## src/hdl/sicm_params.svh

```systemverilog
// Purpose: constants of the system integrity clock supervisor
// Assumes: one 100 MHz block clock, 8-bit control/status register
// Notes: offsets, bit positions, reset values and timing counts
// Notes on behaviour
// RULE_01 - Main clock lost: core runs from safe oscillator
// RULE_02 - Main clock back: return to it automatically
// RULE_03 - On safe oscillator: set clock fail flag bit 1
// RULE_04 - Fail flag cleared by read after recovery
// RULE_05 - Supervisor off: flag reads 0, enable ignored
// RULE_06 - Spike filter on main clock only with PLL
// RULE_07 - Interrupt needs enable bit and cleared mask
// RULE_08 - Interrupts wake from sleep, not deep stop
// RULE_09 - Deep stop freezes register, supervisor off
// RULE_10 - Interrupt wake resumes setup, reset restarts it
// RULE_11 - Bit 7 picks supply or sense pin
// RULE_12 - Bit 6 set: flag toggle requests interrupt
// RULE_13 - Bit 5 voltage low flag, hardware only
// RULE_14 - Bit 4 brownout reset flag, write zero clears
// RULE_15 - Software writes zero to reserved bit 3
// RULE_16 - Bit 2 enables clock fail interrupt
// RULE_17 - Register reads 000x 000x after reset
// RULE_18 - Bit 0 watchdog flag, cleared by brownout
// RULE_19 - Two flags encode the last reset cause
// RULE_20 - Brownout flag survives later external resets
// RULE_21 - Clock source switches are glitch free
`ifndef SICM_PARAMS_SVH
`define SICM_PARAMS_SVH
`define SICM_CSR_OFF 4'h0
`define SICM_CSR_RST 8'h00
`define SICM_B_VSEL 7
`define SICM_B_VIE 6
`define SICM_B_VLOW 5
`define SICM_B_BOR 4
`define SICM_B_RSVD 3
`define SICM_B_CIE 2
`define SICM_B_CFD 1
`define SICM_B_WDR 0
`define SICM_CLK_NS 10
`define SICM_FAIL_NS 2000
`define SICM_FAIL_CYC ((`SICM_FAIL_NS) / (`SICM_CLK_NS))
`define SICM_FILT_NS 20
`define SICM_FILT_CYC (((`SICM_FILT_NS) + (`SICM_CLK_NS) - 1) / (`SICM_CLK_NS))
`define SICM_RECOV_EDGES 8
`endif

```

## src/hdl/sicm_pkg.sv

```systemverilog
// Purpose: types of the system integrity clock supervisor
// Assumes: nothing
// Notes: clock source states are one-hot
package sicm_pkg;
	typedef enum logic [2:0] {
		sicm_src_off = 3'b001,
		sicm_src_main = 3'b010,
		sicm_src_safe = 3'b100
	} sicm_src_e;
	typedef logic [7:0] sicm_byte_t;
endpackage

```

## src/hdl/sicm_clk_if.sv

```systemverilog
// Purpose: link between register logic and clock monitor
// Assumes: same clock on both sides
// Notes: ctrl drives enables, mon reports the source
`timescale 1ns/100ps
interface sicm_clk_if;
	import sicm_pkg::*;
	logic sup_en;
	logic halt;
	logic pll_en;
	logic on_safe;
	logic main_ok;
	sicm_src_e src;
	modport ctrl (output sup_en, output halt, output pll_en,
		input on_safe, input main_ok, input src);
	modport mon (input sup_en, input halt, input pll_en,
		output on_safe, output main_ok, output src);
endinterface

```

## src/hdl/sicm_clk_mon.sv

```systemverilog
// Purpose: main oscillator monitor, spike filter and source switch
// Assumes: both oscillators well below half the block clock
// Notes: core clock is rebuilt from sampled oscillator levels
`timescale 1ns/100ps
`include "sicm_params.svh"
module sicm_clk_mon import sicm_pkg::*; #(
	parameter int FAIL_CYC = `SICM_FAIL_CYC,
	parameter int FILT_CYC = `SICM_FILT_CYC,
	parameter int RECOV_EDGES = `SICM_RECOV_EDGES
) (
	// Clock and reset
	input wire logic clock_i,
	input wire logic nrst_i,
	// Oscillator pins
	input wire logic main_osc_i,
	input wire logic safe_osc_i,
	// Control side
	sicm_clk_if.mon ctl,
	// Clock outputs
	output logic core_clk_o,
	output logic safe_osc_en_o
);
	if (FAIL_CYC < 2 || FAIL_CYC > 65535 || FILT_CYC < 1 ||
		FILT_CYC > 256 || RECOV_EDGES < 1 || RECOV_EDGES > 255) begin : g_chk
		$error("sicm_clk_mon: parameter out of range");
	end

	logic main_s1_r, main_s2_r, safe_s1_r, safe_s2_r;
	logic main_f_r, main_prev_r;
	logic [7:0] filt_r, edges_r;
	logic [15:0] idle_r;
	sicm_src_e src_r, src_nxt;
	logic main_edge, core_nxt;

	// Oscillators are foreign to the block clock
	always_ff @(posedge clock_i or negedge nrst_i) begin
		if (!nrst_i) begin
			main_s1_r <= 1'b0;
			main_s2_r <= 1'b0;
			safe_s1_r <= 1'b0;
			safe_s2_r <= 1'b0;
		end else begin
			main_s1_r <= main_osc_i;
			main_s2_r <= main_s1_r;
			safe_s1_r <= safe_osc_i;
			safe_s2_r <= safe_s1_r;
		end
	end

	// A level must stand a few cycles before it is believed
	always_ff @(posedge clock_i or negedge nrst_i) begin
		if (!nrst_i) begin
			main_f_r <= 1'b0;
			filt_r <= 8'h00;
		end else if (main_s2_r == main_f_r) begin
			filt_r <= 8'h00;
		end else if (!ctl.pll_en || filt_r == 8'(FILT_CYC - 1)) begin // RULE_06
			main_f_r <= main_s2_r;
			filt_r <= 8'h00;
		end else begin
			filt_r <= filt_r + 8'h01;
		end
	end

	assign main_edge = main_f_r ^ main_prev_r;

	// Loss is a long quiet spell; recovery needs a run of edges
	always_ff @(posedge clock_i or negedge nrst_i) begin
		if (!nrst_i) begin
			main_prev_r <= 1'b0;
			idle_r <= 16'h0000;
			edges_r <= 8'h00;
			ctl.main_ok <= 1'b1;
		end else begin
			main_prev_r <= main_f_r;
			if (main_edge) begin
				idle_r <= 16'h0000;
			end else if (idle_r != 16'(FAIL_CYC)) begin
				idle_r <= idle_r + 16'h0001;
			end
			if (idle_r == 16'(FAIL_CYC)) begin // RULE_01
				ctl.main_ok <= 1'b0;
				edges_r <= 8'h00;
			end else if (!ctl.main_ok && main_edge) begin
				if (edges_r == 8'(RECOV_EDGES - 1)) begin // RULE_02
					ctl.main_ok <= 1'b1;
				end
				edges_r <= edges_r + 8'h01;
			end
		end
	end

	// Hand over only while both sides sit low, so no phase is cut; main to safe checks only the safe side
	always_comb begin
		src_nxt = src_r;
		unique case (src_r)
			sicm_src_off: begin
				if (!ctl.halt && !main_f_r) begin // RULE_10
					src_nxt = sicm_src_main;
				end
			end
			sicm_src_main: begin
				if (ctl.halt && !core_clk_o) begin
					src_nxt = sicm_src_off;
				end else if (ctl.sup_en && !ctl.main_ok && !safe_s2_r) begin
					src_nxt = sicm_src_safe; // RULE_01 RULE_21
				end
			end
			sicm_src_safe: begin
				if (ctl.halt && !core_clk_o) begin
					src_nxt = sicm_src_off;
				end else if ((ctl.main_ok || !ctl.sup_en) && !core_clk_o &&
					!main_f_r) begin
					src_nxt = sicm_src_main; // RULE_02 RULE_21
				end
			end
			default: src_nxt = sicm_src_off;
		endcase
		unique case (src_nxt)
			sicm_src_main: core_nxt = main_f_r;
			sicm_src_safe: core_nxt = safe_s2_r;
			default: core_nxt = 1'b0;
		endcase
	end

	always_ff @(posedge clock_i or negedge nrst_i) begin
		if (!nrst_i) begin
			src_r <= sicm_src_main;
			core_clk_o <= 1'b0;
			safe_osc_en_o <= 1'b0;
			ctl.on_safe <= 1'b0;
		end else begin
			src_r <= src_nxt;
			core_clk_o <= core_nxt;
			safe_osc_en_o <= ctl.sup_en && !ctl.halt; // RULE_09
			ctl.on_safe <= (src_nxt == sicm_src_safe);
		end
	end

	assign ctl.src = src_r;
endmodule

```

## src/hdl/sicm_top.sv

```systemverilog
// Purpose: system integrity control/status register and supervisor
// Assumes: option, mode and reset-cause inputs are block-clock logic
// Notes: reset-cause flags live on the power-on reset only
//
// Added by the designer: the register offsets and the address-and-strobe port.
`timescale 1ns/100ps
`include "sicm_params.svh"
module sicm_top import sicm_pkg::*; #(
	parameter int ADDR_W = 4,
	parameter int FAIL_CYC = `SICM_FAIL_CYC,
	parameter int FILT_CYC = `SICM_FILT_CYC,
	parameter int RECOV_EDGES = `SICM_RECOV_EDGES
) (
	// Clock and resets
	input wire logic clock_i,
	input wire logic nrst_i,
	input wire logic por_nrst_i,
	// Register port
	input wire logic [ADDR_W-1:0] addr_i,
	input wire logic [7:0] wdata_i,
	input wire logic wr_i,
	input wire logic rd_i,
	output logic [7:0] rdata_o,
	// Options and modes
	input wire logic opt_clk_sup_en_i,
	input wire logic opt_brownout_en_i,
	input wire logic pll_en_i,
	input wire logic sleep_i,
	input wire logic deep_stop_i,
	// Reset cause from reset controller
	input wire logic bor_cause_i,
	input wire logic wdg_cause_i,
	// Voltage comparators
	input wire logic vdd_low_i,
	input wire logic sense_low_i,
	// CPU side
	input wire logic irq_mask_i,
	input wire logic vd_irq_ack_i,
	output logic irq_o,
	output logic wake_o,
	// Oscillators
	input wire logic main_osc_i,
	input wire logic safe_osc_i,
	output logic core_clk_o,
	output logic safe_osc_en_o
);
	if (ADDR_W < 4 || ADDR_W > 16) begin : g_chk
		$error("sicm_top: ADDR_W out of range");
	end

	sicm_clk_if cif ();

	logic vsel_r, vie_r, vlow_r, bor_r, cie_r, cfd_r, wdr_r;
	logic vd_pend_r, rst_done_r;
	logic vdd_s1_r, vdd_s2_r, sen_s1_r, sen_s2_r;
	logic hit, csr_wr, csr_rd, frz, vlow_in, vd_set, cfd_irq;
	sicm_byte_t csr_v;

	function automatic logic addr_hit(input logic [ADDR_W-1:0] a);
		addr_hit = (a == ADDR_W'(`SICM_CSR_OFF));
	endfunction

	assign hit = addr_hit(addr_i);
	assign frz = deep_stop_i;
	// Frozen register ignores software as well as hardware
	assign csr_wr = wr_i && hit && !frz; // RULE_09
	assign csr_rd = rd_i && hit && !frz;

	assign cif.sup_en = opt_clk_sup_en_i;
	assign cif.halt = deep_stop_i; // RULE_09
	assign cif.pll_en = pll_en_i;

	sicm_clk_mon #(
		.FAIL_CYC(FAIL_CYC),
		.FILT_CYC(FILT_CYC),
		.RECOV_EDGES(RECOV_EDGES)
	) u_mon (
		.clock_i(clock_i),
		.nrst_i(nrst_i),
		.main_osc_i(main_osc_i),
		.safe_osc_i(safe_osc_i),
		.ctl(cif.mon),
		.core_clk_o(core_clk_o),
		.safe_osc_en_o(safe_osc_en_o)
	);

	// Comparator outputs are analog, hence two flops
	always_ff @(posedge clock_i or negedge nrst_i) begin
		if (!nrst_i) begin
			vdd_s1_r <= 1'b0;
			vdd_s2_r <= 1'b0;
			sen_s1_r <= 1'b0;
			sen_s2_r <= 1'b0;
		end else begin
			vdd_s1_r <= vdd_low_i;
			vdd_s2_r <= vdd_s1_r;
			sen_s1_r <= sense_low_i;
			sen_s2_r <= sen_s1_r;
		end
	end

	// Detector only works with the brownout option on
	assign vlow_in = opt_brownout_en_i && (vsel_r ? sen_s2_r : vdd_s2_r); // RULE_11
	assign vd_set = vie_r && !frz && (vlow_in != vlow_r); // RULE_12

	// Software settings; reset restarts them, wake by interrupt keeps them
	always_ff @(posedge clock_i or negedge nrst_i) begin
		if (!nrst_i) begin
			vsel_r <= 1'b0;
			vie_r <= 1'b0;
			cie_r <= 1'b0;
		end else if (csr_wr) begin // RULE_10
			vsel_r <= wdata_i[`SICM_B_VSEL]; // RULE_11
			vie_r <= wdata_i[`SICM_B_VIE]; // RULE_12
			cie_r <= wdata_i[`SICM_B_CIE]; // RULE_16
		end
	end

	// Voltage flag: no write path reaches it
	always_ff @(posedge clock_i or negedge nrst_i) begin
		if (!nrst_i) begin
			vlow_r <= 1'b0;
		end else if (!frz) begin
			vlow_r <= vlow_in; // RULE_13
		end
	end

	// Toggle request; a new toggle beats the service-entry clear
	always_ff @(posedge clock_i or negedge nrst_i) begin
		if (!nrst_i) begin
			vd_pend_r <= 1'b0;
		end else if (vd_set) begin
			vd_pend_r <= 1'b1; // RULE_12
		end else if (vd_irq_ack_i) begin
			vd_pend_r <= 1'b0; // RULE_12
		end
	end

	// Clock fail flag: held while on safe clock, read clears after
	always_ff @(posedge clock_i or negedge nrst_i) begin
		if (!nrst_i) begin
			cfd_r <= 1'b0;
		end else if (!opt_clk_sup_en_i) begin
			cfd_r <= 1'b0; // RULE_05
		end else if (!frz) begin
			if (cif.on_safe) begin
				cfd_r <= 1'b1; // RULE_03
			end else if (csr_rd && cif.main_ok) begin
				cfd_r <= 1'b0; // RULE_04
			end
		end
	end

	// Marks the first cycle after release for cause capture
	always_ff @(posedge clock_i or negedge nrst_i) begin
		if (!nrst_i) begin
			rst_done_r <= 1'b0;
		end else begin
			rst_done_r <= 1'b1;
		end
	end

	// Cause flags ride on power-on reset so a later reset keeps them
	always_ff @(posedge clock_i or negedge por_nrst_i) begin
		if (!por_nrst_i) begin
			bor_r <= 1'b0;
			wdr_r <= 1'b0;
		end else begin
			if (csr_wr && !wdata_i[`SICM_B_BOR]) begin
				bor_r <= 1'b0; // RULE_14
			end
			if (csr_wr && !wdata_i[`SICM_B_WDR]) begin
				wdr_r <= 1'b0; // RULE_18
			end
			if (!rst_done_r && bor_cause_i) begin
				bor_r <= 1'b1; // RULE_14 RULE_19
				wdr_r <= 1'b0; // RULE_18
			end else if (!rst_done_r && wdg_cause_i) begin
				wdr_r <= 1'b1; // RULE_18 RULE_19 RULE_20
			end
		end
	end

	// Reserved bit always reads zero
	always_comb begin
		csr_v = `SICM_CSR_RST; // RULE_17
		csr_v[`SICM_B_VSEL] = vsel_r;
		csr_v[`SICM_B_VIE] = vie_r;
		csr_v[`SICM_B_VLOW] = vlow_r;
		csr_v[`SICM_B_BOR] = bor_r;
		csr_v[`SICM_B_CIE] = cie_r;
		csr_v[`SICM_B_CFD] = cfd_r && opt_clk_sup_en_i; // RULE_05
		csr_v[`SICM_B_WDR] = wdr_r;
	end

	// Read data stand one cycle only; other addresses read zero
	always_ff @(posedge clock_i or negedge nrst_i) begin
		if (!nrst_i) begin
			rdata_o <= 8'h00;
		end else if (rd_i && hit) begin
			rdata_o <= csr_v;
		end else begin
			rdata_o <= 8'h00;
		end
	end

	assign cfd_irq = cfd_r && cie_r && opt_clk_sup_en_i; // RULE_05 RULE_16

	// Deep stop blocks both interrupt and wake
	always_ff @(posedge clock_i or negedge nrst_i) begin
		if (!nrst_i) begin
			irq_o <= 1'b0;
			wake_o <= 1'b0;
		end else begin
			irq_o <= (cfd_irq || vd_pend_r) && !irq_mask_i && !frz; // RULE_07
			wake_o <= (cfd_irq || vd_pend_r) && !irq_mask_i && sleep_i &&
				!frz; // RULE_08
		end
	end
endmodule

```

## config.mk

```make
export PLATFORM = sky130hd
export DESIGN_NAME = sicm_top
export DESIGN_NICKNAME = d
export VERILOG_FILES = /design/src/hdl/sicm_pkg.sv /design/src/hdl/sicm_clk_if.sv /design/src/hdl/sicm_clk_mon.sv /design/src/hdl/sicm_top.sv
export VERILOG_INCLUDE_DIRS = /design/src /design/src/hdl
export SDC_FILE = /design/constraint.sdc
export NUM_CORES = 1
export LEC_CHECK = 0
export ABC_AREA = 1
export BUFFER_PORTS_ARGS = -buffer_cell sky130_fd_sc_hd__buf_2
export CORE_ASPECT_RATIO = 1.1
export CORE_UTILIZATION = 40
export DETAILED_ROUTE_END_ITERATION = 10
export GPL_ROUTABILITY_DRIVEN = 0
export PLACE_DENSITY_LB_ADDON = 0.2
export SLEW_MARGIN = 20
export SYNTH_ARGS = -nofsm -noshare
export SYNTH_HDL_FRONTEND = slang
export SYNTH_SLANG_ARGS = --single-unit
export TNS_END_PERCENT = 10
```

## constraint.sdc

```tcl
create_clock -name clock_i -period 1.4 [get_ports clock_i]
set_input_delay 0.21 -clock clock_i [delete_from_list [all_inputs] [get_ports clock_i]]
set_output_delay 0.21 -clock clock_i [all_outputs]
set_load 0.03 [all_outputs]
```

## After elaboration in Yosys (flattened, before gate mapping)

Cells that the tools add are included.

| operators by class | value |
|---|---|
| eq/ne operators | 13 |
| reduce and logical (&&, ||, !) cells | 51 |
| $add $sub $neg | 3 |
| mux-type cells | 29 |
| bitwise gates (word level) | 2 |

Operator list:

| cell | number |
|---|---|
| 2-to-1 mux 8 bit | 5 |
| 2-to-1 mux 16 bit | 2 |
| logical AND 1 bit | 27 |
| adder 16 x 1 -> 16 bit, second input constant | 1 |
| adder 8 x 1 -> 8 bit, second input constant | 2 |
| equality test 16 x 8 -> 1 bit, second input constant | 1 |
| != test 16 x 8 -> 1 bit, second input constant | 1 |
| 2-to-1 mux 1 bit | 15 |
| 2-to-1 mux 3 bit | 5 |
| zero test 1 bit | 11 |
| nonzero test 2 bit | 5 |
| case mux 3 bit (3 select lines) | 1 |
| equality test 8 x 1 -> 1 bit, second input constant | 1 |
| equality test 8 x 3 -> 1 bit, second input constant | 1 |
| equality test 3 x 2 -> 1 bit, second input constant | 2 |
| equality test 3 bit, second input constant | 2 |
| AND reduction 2 bit | 3 |
| zero test 4 bit | 1 |
| equality test 3 x 1 -> 1 bit, second input constant | 1 |
| logical OR 1 bit | 3 |
| != test 3 x 1 -> 1 bit, second input constant | 1 |
| nonzero test 3 bit | 1 |
| != test 2 bit, second input constant | 1 |
| case mux 1 bit (2 select lines) | 1 |
| other kinds (4) | 4 |

| storage, ports and cells | value |
|---|---|
| input bits | 30 |
| word-level logic and storage cells | 128 |
| flip-flop bits (word level) | 68 |

## Depth between registers and ports, before layout

Gate-level depths: netlist of run 1.

| depth | value |
|---|---|
| word-level depth | 9 |
| mapped depth | 8 |
| depth with buffers taken out | 8 |

## By module

From an unflattened synthesis of run 1, not the netlist that was laid out.

| second synthesis, totals | value |
|---|---|
| cells, all modules | 396 |
| area, all modules | 3,306.9 um^2 |

Modules (own cells, without submodules):

| module | cells an instance | seq. area each (um^2) | area each (um^2) | instances |
|---|---|---|---|---|
| sicm_clk_mon | 313 | 1,128.6 | 2,439.8 | 1 |
| sicm_top | 83 | 550.5 | 867.1 | 1 |

## Least setup slack after synthesis of run 1

No wires, ideal clock.

| timing | value |
|---|---|
| path type | register -> register |
| from | reg u_mon.idle_r[0] |
| to | reg u_mon.edges_r[6] |
| arrival time | 1.183 ns |
| clock period less this slack | 1.302 ns |
| path buffers | 1 |
| path slack | 0.098 ns |
| data required time | 1.282 ns |
| cell stages (with the launch flop) | 9 |
| cells stage by stage | dfrtp_1 -> inv_1 -> ha_1 -> nand3b_1 -> nor2_2 -> nand2_2 -> buf_6 -> nand4_1 -> nand2_1 |

| between the ends | value |
|---|---|
| cells in the longest elaborated chain, start to end | 2 |
| elaborated cells between the ends (all ways) | 3 |
| those cells by class | 1 x eq/ne; 1 x mux; 1 x reduce/logical |

Ends and longest elaborated chain:

| what | RTL line | source |
|---|---|---|
| from (decl) | sicm_clk_mon.sv:31 | `logic [15:0] idle_r;` |
| from (signal assigned) | sicm_clk_mon.sv:79 | `idle_r <= idle_r + 16'h0001;` |
| equality test 16 x 8 -> 1 bit (*) | sicm_clk_mon.sv:81 | `if (idle_r == 16'(FAIL_CYC)) begin` |
| 2-to-1 mux 8 bit or nonzero test 2 bit (tied branches) | - |  |
| to (signal assigned) | sicm_clk_mon.sv:88 | `edges_r <= edges_r + 8'h01;` |
| to (decl) | sicm_clk_mon.sv:30 | `logic [7:0] filt_r, edges_r;` |

Every way passes the cells marked *; elsewhere a longest branch is shown, timed or not.
A chain may end at the register's enable or synchronous reset.

## Worst setup path in the final report of run 1

| timing | value |
|---|---|
| from | reg u_mon.idle_r[0] |
| to | reg u_mon.edges_r[4] |

The elaborated chain is that of the path after synthesis.

==> results.md, run 1 <==
* Ports at between 40 and 50
* Critical Path End Type: flip-flop
* Largest net degree at the start of global routing at 66
* Critical path fanouts, max at 7
* Synthesized flop and latch total at between 60 and 70
* DIE HEIGHT at between 90 and 100 um
* CTS tree: built
* Worst Clk Skew at 0.01046 ns
* Drt first pass iters at 4
* Final hold slack at 0.07405 ns
* Pwr Total at between 5000 and 6000 uW
* Initial cell density of the core at between 40% and 50%
* Leak pwr at about 0.0021 uW
* Final hold viol count at 0
* Register area share after synthesis at 51.46%
* Total grt overflow at 0
* Mapped Area at around 3300 um2
* Total clock sinks at 67
* Worst EP required at about 1.6 ns
* Final setup viols at 0
* Async S/R FF share, synth at 100.0%
* Vias in the first global route at ~2600
* Crit start category: flip-flop
* Hold Path Origin: sleep_i
* Via count at between 2000 and 3000
* Worst reg2reg endpoint: u_mon.edges_r[4]
* Area contributors post-synth: dfrtp_1 (50%), nand2_1 (9.8%), nor2_1 (6.9%), inv_1 (5.6%), nand3_1 (5.5%)
* FF-to-FF setup slack at around 0.023 ns
* CTS buffer count at 9
* Syn_area_per_cell at approximately 8.4 um2
* DRT iter0 DRCs at 148
* Root buffer cell: clkbuf_8
* Wire per inst at between 10 and 15 um
* Power Dens Cells at 1351 nW/um2
* Fmax at roughly 730 MHz
* Fin crit period at 1.377 ns
* Status: complete, no violations
* Filler Cells Inserted at between 700 and 800
* Hold path depth at 2
* Worst VDD drop at between 1000 and 1500 uV
* Core area at slightly below 8000 um2
* Clk Latency, worst-skew pair at between 0.3 and 0.4 ns
* Min-delay worst type: primary input to flip-flop
* Port Buffers at 37
* FF-to-FF path depth at 8
* DR vias/cell at 4.648
* Fraction of layout cells with a size suffix above 1 at 23.78%
* Synth Warn # at 0
* Post-route setup slack at between 0.02 and 0.025 ns
* Critical path type: flip-flop to flip-flop
* WL final at around 6700 um
* Syn_nets at between 400 and 500
* Initial antenna violation count at 0
* DRC Markers at 0
* Hold-critical path endpoint: wake_o
* Rows at 34
* Die W at ~88 um
* Die area at between 8000 and 9000 um2
* Slew Viols, Final at 0
* Biggest area consumer among synthesized cells: dfrtp_1
* First-pass GRT wire length at approximately 12000 um
* Antenna diode count at 0
* Area share of the largest cell type after synthesis at 49.85%
* Reg2reg start: u_mon.idle_r[0]
* Fin crit share at slightly below 100%
* Arr. time, crit path at roughly 1.6 ns
* Post-synth EDFFs at 0
* DP Wirelength at around 4500 um
* Antenna viol nets, final at 0
* Gr usage total at between 15 and 20%
* RSZ-0062 raised after global routing: yes
* Clock buffer depth at 2
* Max-cap violation count at 0
* Setup WS pre-CTS at -0.006113 ns
* Post-synthesis cell type count at 35
* Mapped Cells at just under 400
* P&R area growth vs syn at 27.53%
* Top FF cell, synth: dfrtp_1
* Worst-path clk slew at approximately 0.080 ns
* Post-layout net count at approximately 500
* H-tree levels at 3
==> sequential cells by signal (all words and copies together) (netlist names), 3 cells and up <==
register and flops:
u_mon.filt_r 8, u_mon.ctl.src 3, rdata_o 7, u_mon.edges_r 8
u_mon.idle_r 16
==> layout by cell type (no fill, tap or decap), types with 3 or more instances in the layout <==
| cell | n |
|---|---|
| a21oi_1 | 6 |
| buf_2 | 37 |
| buf_4 | 24 |
| bufinv_16 | 3 |
| clkbuf_8 | 10 |
| dfrtp_1 | 64 |
| dlygate4sd3_1 | 6 |
| ha_1 | 4 |
| inv_1 | 47 |
| inv_2 | 3 |
| nand2_1 | 84 |
| nand3_1 | 33 |
| nand3_2 | 3 |
| nand3b_1 | 3 |
| nand4_1 | 17 |
| nor2_1 | 58 |
| nor2_2 | 5 |
| nor3_1 | 5 |
| o21ai_0 | 12 |
| or2_2 | 4 |
| xnor2_1 | 3 |
| xor2_1 | 6 |
==> worst max-delay path, stage by stage, from the launching register on <==
cell and delay (ns):
dfrtp_1 0.43, inv_2 0.09, ha_4 0.12, nand3b_1 0.08
nor2_2 0.14, nand2_4 0.11, clkbuf_16 0.18, nand4_1 0.07
nand2_1 0.05
==> metal layers <==
| layer | share of wire [%] | track usage, % | vias to the layer above | routed length (um) |
|---|---|---|---|---|
| met5 | 0 | 0 | - | 0 |
| met4 | 1.1 | 5.583 | 0 | 71 |
| met3 | 2.6 | 4.010 | 6 | 175 |
| met2 | 49 | 27.13 | 33 | 3245 |
| met1 | 48 | 23.63 | 1262 | 3162 |
| li1 | - | - | 1390 | - |
==> metrics by stage <==
step           instance area [um2]  util [%]  std cells  setup TNS (ns)
2_1_floorplan                 3263         -        390               0
3_3_place_gp                  3731     47.15        552               0
3_5_place_dp                  3731     47.15        552        -0.01098
4_1_cts                       4048     51.15        574       -0.006515
5_1_grt                       4161     52.59        579         -0.4466
6_report                      4161     52.59        579               0
==> Yosys cell counts (2+ instances only) <==
| library cell | number |
|---|---|
| xnor2_1 | 4 |
| nand3_1 | 36 |
| nor2_2 | 4 |
| ha_1 | 5 |
| inv_1 | 49 |
| nand2_1 | 85 |
| conb_1 | 2 |
| o21ai_1 | 2 |
| nor3_1 | 6 |
| nand2_2 | 2 |
| o21a_1 | 2 |
| a21oi_1 | 6 |
| buf_4 | 2 |
| buf_6 | 2 |
| dfstp_2 | 2 |
| nor2_1 | 60 |
| or2_2 | 4 |
| nor3b_1 | 2 |
| dfrtp_1 | 65 |
| nand3b_1 | 3 |
| xor2_1 | 6 |
| o21ai_0 | 12 |
| nand4_1 | 17 |
==> worst max path at each step <==
stage | start | end | slack, ns
CTS | u_mon.idle_r[0] | u_mon.edges_r[3] | -0.007
floorplan | u_mon.idle_r[0] | u_mon.edges_r[6] | 0.1
global placement | u_mon.main_f_r | u_mon.idle_r[6] | 0.04
detailed placement | u_mon.idle_r[0] | u_mon.edges_r[3] | -0.006
finish | u_mon.idle_r[0] | u_mon.edges_r[4] | 0.02
global route | u_mon.idle_r[1] | u_mon.edges_r[3] | -0.07
==> power by group <==
part           switching, uW  internal, uW  total (uW)
clock network            765          1230        2000
registers                232          2200        2430
logic                    699           495        1190
==> area by class of cell <==
class,count,area [um2],share of cell area (%)
timing repair buffer,70,490.5,11.79
clock buffer,10,137.6,3.307
inverter,51,196.4,4.720
tap,108,135.1,3.247
sequential,67,1680,40.38
clock inverter,6,111.4,2.676
multi-input combinational,267,1410,33.88
==> repair_timing <==
action,4_1_cts,5_1_grt
pin swaps,1,8
buffers inserted,0,5
hold buffers,6,0
cloned,0,1
resized for setup,1,15
endpoints found under the setup margin,4,20
endpoints found under the hold margin,69,0
==> logic make-up (layout without fill, tap and decap cells) <==
kind of cell | Yosys count | count (layout) | share of synthesized area [%]
buf+inv | 56 | 137 | 7.323
compound gates | 24 | 24 | 3.988
simple gates | 225 | 225 | 31.56
other cells | 2 | 2 | 0.2301
flops | 67 | 67 | 51.46
fa+ha+maj | 5 | 5 | 1.917
xor+xnor | 11 | 11 | 3.528
No activity file was read; power rests on OpenSTA's default activity.
==> inputs of run 2 (changes only) <==
==> constraint.sdc (replaced) <==
create_clock -name clock_i -period 1.3 [get_ports clock_i]
set_input_delay 0.13 -clock clock_i [delete_from_list [all_inputs] [get_ports clock_i]]
set_output_delay 0.13 -clock clock_i [all_outputs]
set_load 0.03 [all_outputs]
==> run 2 against run 1 <==
The run now ends with negative setup slack left; critical path depth is 1 higher; register-to-register slack got worse by 0.12 ns; combinational power rose by 27%; worst setup slack worse by 0.12 ns; die area unchanged; highest routed layer unchanged; first-iteration DRC count decreased by 12%; clock power fell by 2%; cell count increased by 3.1%; flip-flop and latch count stayed put; sequential share of layout area decreased by 1.7 points; critical path type unchanged; critical endpoint is now u_mon.idle_r[0].
==> results.md, run 2 (synthesis results as in run 1) <==
* Status: complete, but fails checks
* Violated checks: negative setup slack
* Critical path, cell by cell: inv_2 -> ha_4 -> nand3b_1 -> nor2_2 -> nand2_4 -> buf_6 -> nor2_4 -> nand2_1 -> nand2_1
* Via count at approximately 2800
* Worst path slowest cell: dfrtp_1
* Reg2reg start: u_mon.idle_r[0]
* Final hold slack at 0.02798 ns
* Multi-input logic area at 1465 um2
* Root buffer cell: clkbuf_8
* Flop pwr share at 42.8%
* Most flops, register: u_mon.idle_r
* Clk Latency, worst-skew pair at 0.34 ns
* Largest net degree at the start of global routing at 66
* Initial cell density of the core at between 40% and 50%
* Die W at ~90 um
* Pint at roughly 4000 uW
* RSZ-0062 raised after global routing: yes
* Port Buffers at 37
* CTS tree: built
* DR vias/cell at 4.618
* Crit path launch: u_mon.idle_r[0]
* Max FFs per register at 16
* Rows at 34
* Slowest stage delay, CP at around 0.40 ns
* Critical path type: flip-flop to flip-flop
* Fin crit share at 107.3%
* Filler Cells Inserted at around 720
* Vias in the first global route at ~2700
* Post-layout net count at about 520
* Post-route setup slack at -0.09496 ns
* CTS buffer count at 9
* Flip-flop and latch area at ~1700 um2
* Critical path fanouts, max at 4
* Largest regs: u_mon.idle_r: 16 flops, u_mon.edges_r: 8 flops, u_mon.filt_r: 8 flops
* Clock power frac at about a third
* Final setup viols at 18
* Initial antenna violation count at 0
* Worst path most repeated cell: nand2_1
* Hold-critical path endpoint: bor_r
* DP Wirelength at approximately 4600 um
* Max-cap violation count at 0
* Worst VDD drop at between 800 and 900 uV
* DRT iter0 DRCs at 130
* Sw Pwr at 1944 uW
* Met2 wire len at between 3000 and 4000 um
* Hold path depth at 3
* Worst reg2reg endpoint: u_mon.idle_r[0]
* Final hold viol count at 0
* Hold Path Origin: wdata_i[4]
* Die area at approximately 8500 um2
* DIE HEIGHT at approximately 97 um
* First-pass GRT wire length at 11960 um
* Leak pwr at about 0.0022 uW
* FF-to-FF setup slack at -0.09 ns
* Total grt overflow at 0
* Met3 WL post-DR at around 180 um
* Crit start category: flip-flop
* H-tree levels at 3
* Total clock sinks at 67
* Fmax at just over 700 MHz
* Antenna viol nets, final at 0
* Top layer in use: met4
* Fraction of layout cells with a size suffix above 1 at 27.61%
* Min-delay worst type: primary input to flip-flop
* Core area at a little under 8000 um2
* Post-Route M1 WL at 3225 um
* Ports at 42
* Fin crit period at about 1.4 ns
* Comb pwr share at roughly 25%
* Critical Path End Type: flip-flop
* Drt first pass iters at 4
* Antenna diode count at 0
* Slew Viols, Final at 0
* Wire per inst at 11.58 um
* P&R area growth vs syn at 33.17%
* Worst EP required at about 1.6 ns
* Gr usage total at between 10% and 20%
* Power Dens Cells at roughly 1400 nW/um2
* DRC Markers at 0
* Clock buffer depth at 2
* Commonest cells after routing, fill and taps aside: nand2_1 (84), dfrtp_1 (64), nor2_1 (55)
* Commonest non-fill, non-tap cell in the layout: nand2_1
* Sw Share at about a third
* FF-to-FF path depth at 9
* Worst Clk Skew at around 0.010 ns
* Pwr Total at roughly 6100 uW
* Worst-path clk slew at 0.08 ns
* WL final at roughly 6900 um
* Arr. time, crit path at 1.67 ns
[run 2: cell count changes in the layout (fill, tap and decap cells not counted), moves of 2 or more]
cell	previous run	this run
buf_4	24	36
clkinv_4	1	3
dlygate4sd3_1	6	11
nand3_1	33	30
nand3_2	3	6
nor2_1	58	55
nor2_4	2	4
[run 2: critical path, delay by kind of cell, from the launching register on]
family	cells	cell delay, ns
flip-flops	1	0.40
buffers and inverters	2	0.23
adder cells (fa/ha/maj)	1	0.13
AND/OR/NAND/NOR	6	0.57
[run 2: how the worst max path moves through the flow]
stage,end
floorplan,u_mon.edges_r[6]
global placement,u_mon.idle_r[4]
detailed placement,u_mon.edges_r[6]
CTS,u_mon.edges_r[1]
global route,u_mon.idle_r[0]
finish,u_mon.idle_r[0]
[run 2: per-layer routing]
metal	global-route usage, %	vias up
met3	4.352	6
met1	22.90	1288
met4	6.452	0
met2	29.70	33
met5	0	-
li1	-	1430
[run 2: layout make-up]
cell class              count  area share (%)
clock inverters             7           2.303
flip-flops and latches     67           38.67
multi-input cells         267           33.72
repair buffers             88           14.83
clock buffers               9           2.851
well taps                 108           3.110
inverters                  51           4.521
[run 2: stage by stage]
| step | cell area [um2] | setup slack [ns] | util [%] | cells | TNS (ns) |
|---|---|---|---|---|---|
| 2_1_floorplan | 3263 | 0.004939 | - | 390 | 0 |
| 3_3_place_gp | 3814 | -0.05560 | 48.20 | 563 | -0.4436 |
| 3_5_place_dp | 3814 | -0.1118 | 48.20 | 563 | -1.029 |
| 4_1_cts | 4250 | -0.08039 | 53.72 | 595 | -0.6341 |
| 5_1_grt | 4345 | -0.1709 | 54.92 | 597 | -2.352 |
| 6_report | 4345 | -0.09496 | 54.92 | 597 | -0.9264 |
[run 2: repair_timing]
action / CTS / global route
gates resized for setup: 14 / 18
buffers inserted: 4 / 2
pin swaps: 7 / 6
endpoints found under the hold margin: 74 / 0
setup endpoints to repair: 18 / 33
hold buffers: 11 / 0
cloned: 1 / 0
[run 2: power by group through the flow]
stage	registers [uW]	logic, uW	clock network (uW)
final	2600	1510	1960
after global routing	2630	1720	2100
after CTS	2570	1420	2020
after detailed placement	2620	1300	0
after global placement	2610	1260	0
after floorplan	2600	830	0
==> inputs of run 3 (changes only) <==
- TNS_END_PERCENT: 10 -> 30
==> run 3 against run 2 <==
The run still ends with negative setup slack left; core utilization increased by 0.16 points; non-clock buffer count unchanged; via count decreased by 0.18%; sequential share of layout area decreased by 0.082 points; die area unchanged; clock skew decreased by 0.0010 ns; power increased by 0.57%; cell area increased by 0.29%; clock-buffer cell count unchanged; flip-flop and latch count unchanged; critical path depth unchanged; largest cell class unchanged; highest routed layer unchanged.
==> results.md, run 3 (synthesis results as in run 1) <==
* Status: complete, but fails checks
* Violated checks: negative setup slack
* Critical path, cell by cell: inv_2 -> ha_4 -> nand3b_1 -> nor2_2 -> nand2_4 -> buf_6 -> nor2_4 -> nand2_1 -> nand2_1
* Sw Pwr at 1962 uW
* Crit start category: flip-flop
* Critical path type: flip-flop to flip-flop
* Die area at approximately 8500 um2
* Placed Area at 3814 um2
* Worst path slowest cell: dfrtp_1
* Ports at 42
* WL final at about 6900 um
* Root buffer cell: clkbuf_8
* CTS buffer count at 9
* Flip-flop and latch area at 1682 um2
* Fraction of layout cells with a size suffix above 1 at around 28%
* Gr usage total at a little under a fifth
* Slowest stage delay, CP at ~0.4 ns
* Multi-input logic area at 1473 um2
* Commonest cells after routing, fill and taps aside: nand2_1 (84), dfrtp_1 (63), nor2_1 (55)
* CTS tree: built
* DP Wirelength at about 4600 um
* Slew Viols, Final at 0
* Worst Clk Skew at a little over 0.009 ns
* Worst VDD drop at just under 900 uV
* Antenna viol nets, final at 0
* Worst path most repeated cell: nand2_1
* Finished Cell Area at between 4000 and 5000 um2
* Fmax at 702.5 MHz
* Post-route setup slack at -0.1234 ns
* Largest regs: u_mon.idle_r: 16 flops, u_mon.edges_r: 8 flops, u_mon.filt_r: 8 flops
* Most flops, register: u_mon.idle_r
* Total grt overflow at 0
* Critical path fanouts, max at 4
* Total clock sinks at 67
* DR vias/cell at 4.610
* DIE HEIGHT at ~97 um
* Via count at approximately 2800
* Rows at 34
* Wire per inst at 11.52 um
* Max-cap violation count at 0
* Clk Latency, worst-skew pair at about 0.34 ns
* DRC Markers at 0
* Worst EP required at around 1.6 ns
* Worst-path clk slew at approximately 0.08 ns
* Comb pwr share at 25.3%
* Vias in the first global route at 2695
* Fin crit period at between 1 and 1.5 ns
* Port Buffers at 37
* First-pass GRT wire length at ~12000 um
* Setup TNS at -1.190 ns
* Critical Path End Type: flip-flop
* Commonest non-fill, non-tap cell in the layout: nand2_1
* Flop pwr share at a little over two fifths
* Post-layout net count at 519
* RSZ-0062 raised after global routing: yes
* Pint at roughly 4100 uW
* Filler Cells Inserted at just over 700
* P&R area growth vs syn at 33.55%
* Leak pwr at 0.002204 uW
* Largest net degree at the start of global routing at between 60 and 70
* Final hold slack at 0.02495 ns
* Drt first pass iters at 4
* Max FFs per register at 16
* Clock buffer depth at 2
* DRT iter0 DRCs at around 120
* Initial cell density of the core at between 40 and 50%
* Fin crit share at 109.5%
* Final core utilization at 55.08%
* Power Dens Cells at 1400 nW/um2
* Clock power frac at 32.2%
* Critical path buffers and inverters at 2
* Critical path's top delay family: simple AND/OR/NAND/NOR gates
* H-tree levels at 3
* Antenna diode count at 0
* Final hold viol count at 0
* Sw Share at around 32%
* Min-delay worst type: primary input to flip-flop
* Core area at slightly below 8000 um2
* Final setup viols at 18
* Die W at around 90 um
* Arr. time, crit path at ~1.7 ns
* Initial antenna violation count at 0
## run 3: worst paths after layout
kind,from,to,slack [ns],cells past startpoint
worst max-delay path,u_mon.idle_r[0],u_mon.idle_r[0],-0.12,9
worst min-delay path,wdata_i[4],bor_r,0.02,3
worst max register to register,u_mon.idle_r[0],u_mon.idle_r[0],-0.12,9
worst min register to register,u_mon.safe_s1_r,u_mon.safe_s2_r,0.35,0
max in group asynchronous,nrst_i,u_mon.ctl.src[1],0.64,3
min in group asynchronous,por_nrst_i,wdr_r,0.08,2
## run 3: per-layer routing
| layer | track usage [%] | part of all wire (%) | routed length [um] | vias to the layer above |
|---|---|---|---|---|
| li1 | - | - | - | 1431 |
| met1 | 22.90 | 46 | 3172 | 1284 |
| met2 | 29.70 | 50 | 3444 | 31 |
| met3 | 4.352 | 2.7 | 187 | 6 |
| met4 | 6.452 | 1.0 | 72 | 0 |
| met5 | 0 | 0 | 0 | - |
## run 3: tightest hold or removal path: cells and delay by family
kind | cells | cell delay [ns]
AOI/OAI and AO/OA | 1 | 0.08
buffers and inverters | 1 | 0.08
and+or+nand+nor | 1 | 0.05
## run 3: stage by stage
step | std cells | power [uW] | setup WS, ns
3_5_place_dp | 563 | 3916 | -0.1118
4_1_cts | 595 | 6016 | -0.08039
2_1_floorplan | 390 | 3434 | 0.004939
5_1_grt | 597 | 6481 | -0.2025
3_3_place_gp | 563 | 3868 | -0.05560
6_report | 597 | 6102 | -0.1234
## run 3: power by group through the flow
stage	combinational [uW]	clock, uW	sequential [uW]
6_report	1540	1970	2600
5_1_grt	1750	2100	2630
4_1_cts	1430	2020	2570
3_5_place_dp	1300	0	2620
3_3_place_gp	1260	0	2610
2_1_floorplan	830	0	2600
## run 3: layout make-up
cell class              instances  area share [%]
clock buffers                   9           2.842
clock inverters                 7           2.297
inverters                      51           4.508
multi-input cells             267           33.79
flip-flops and latches         67           38.59
well taps                     108           3.101
repair buffers                 88           14.87
## run 3: repair_timing
item	CTS	global route
gates cloned	1	0
endpoints found under the setup margin	18	33
hold endpoints to repair	74	0
hold buffers	11	0
pin swaps	8	11
setup buffers	4	3
gates resized for setup	15	21
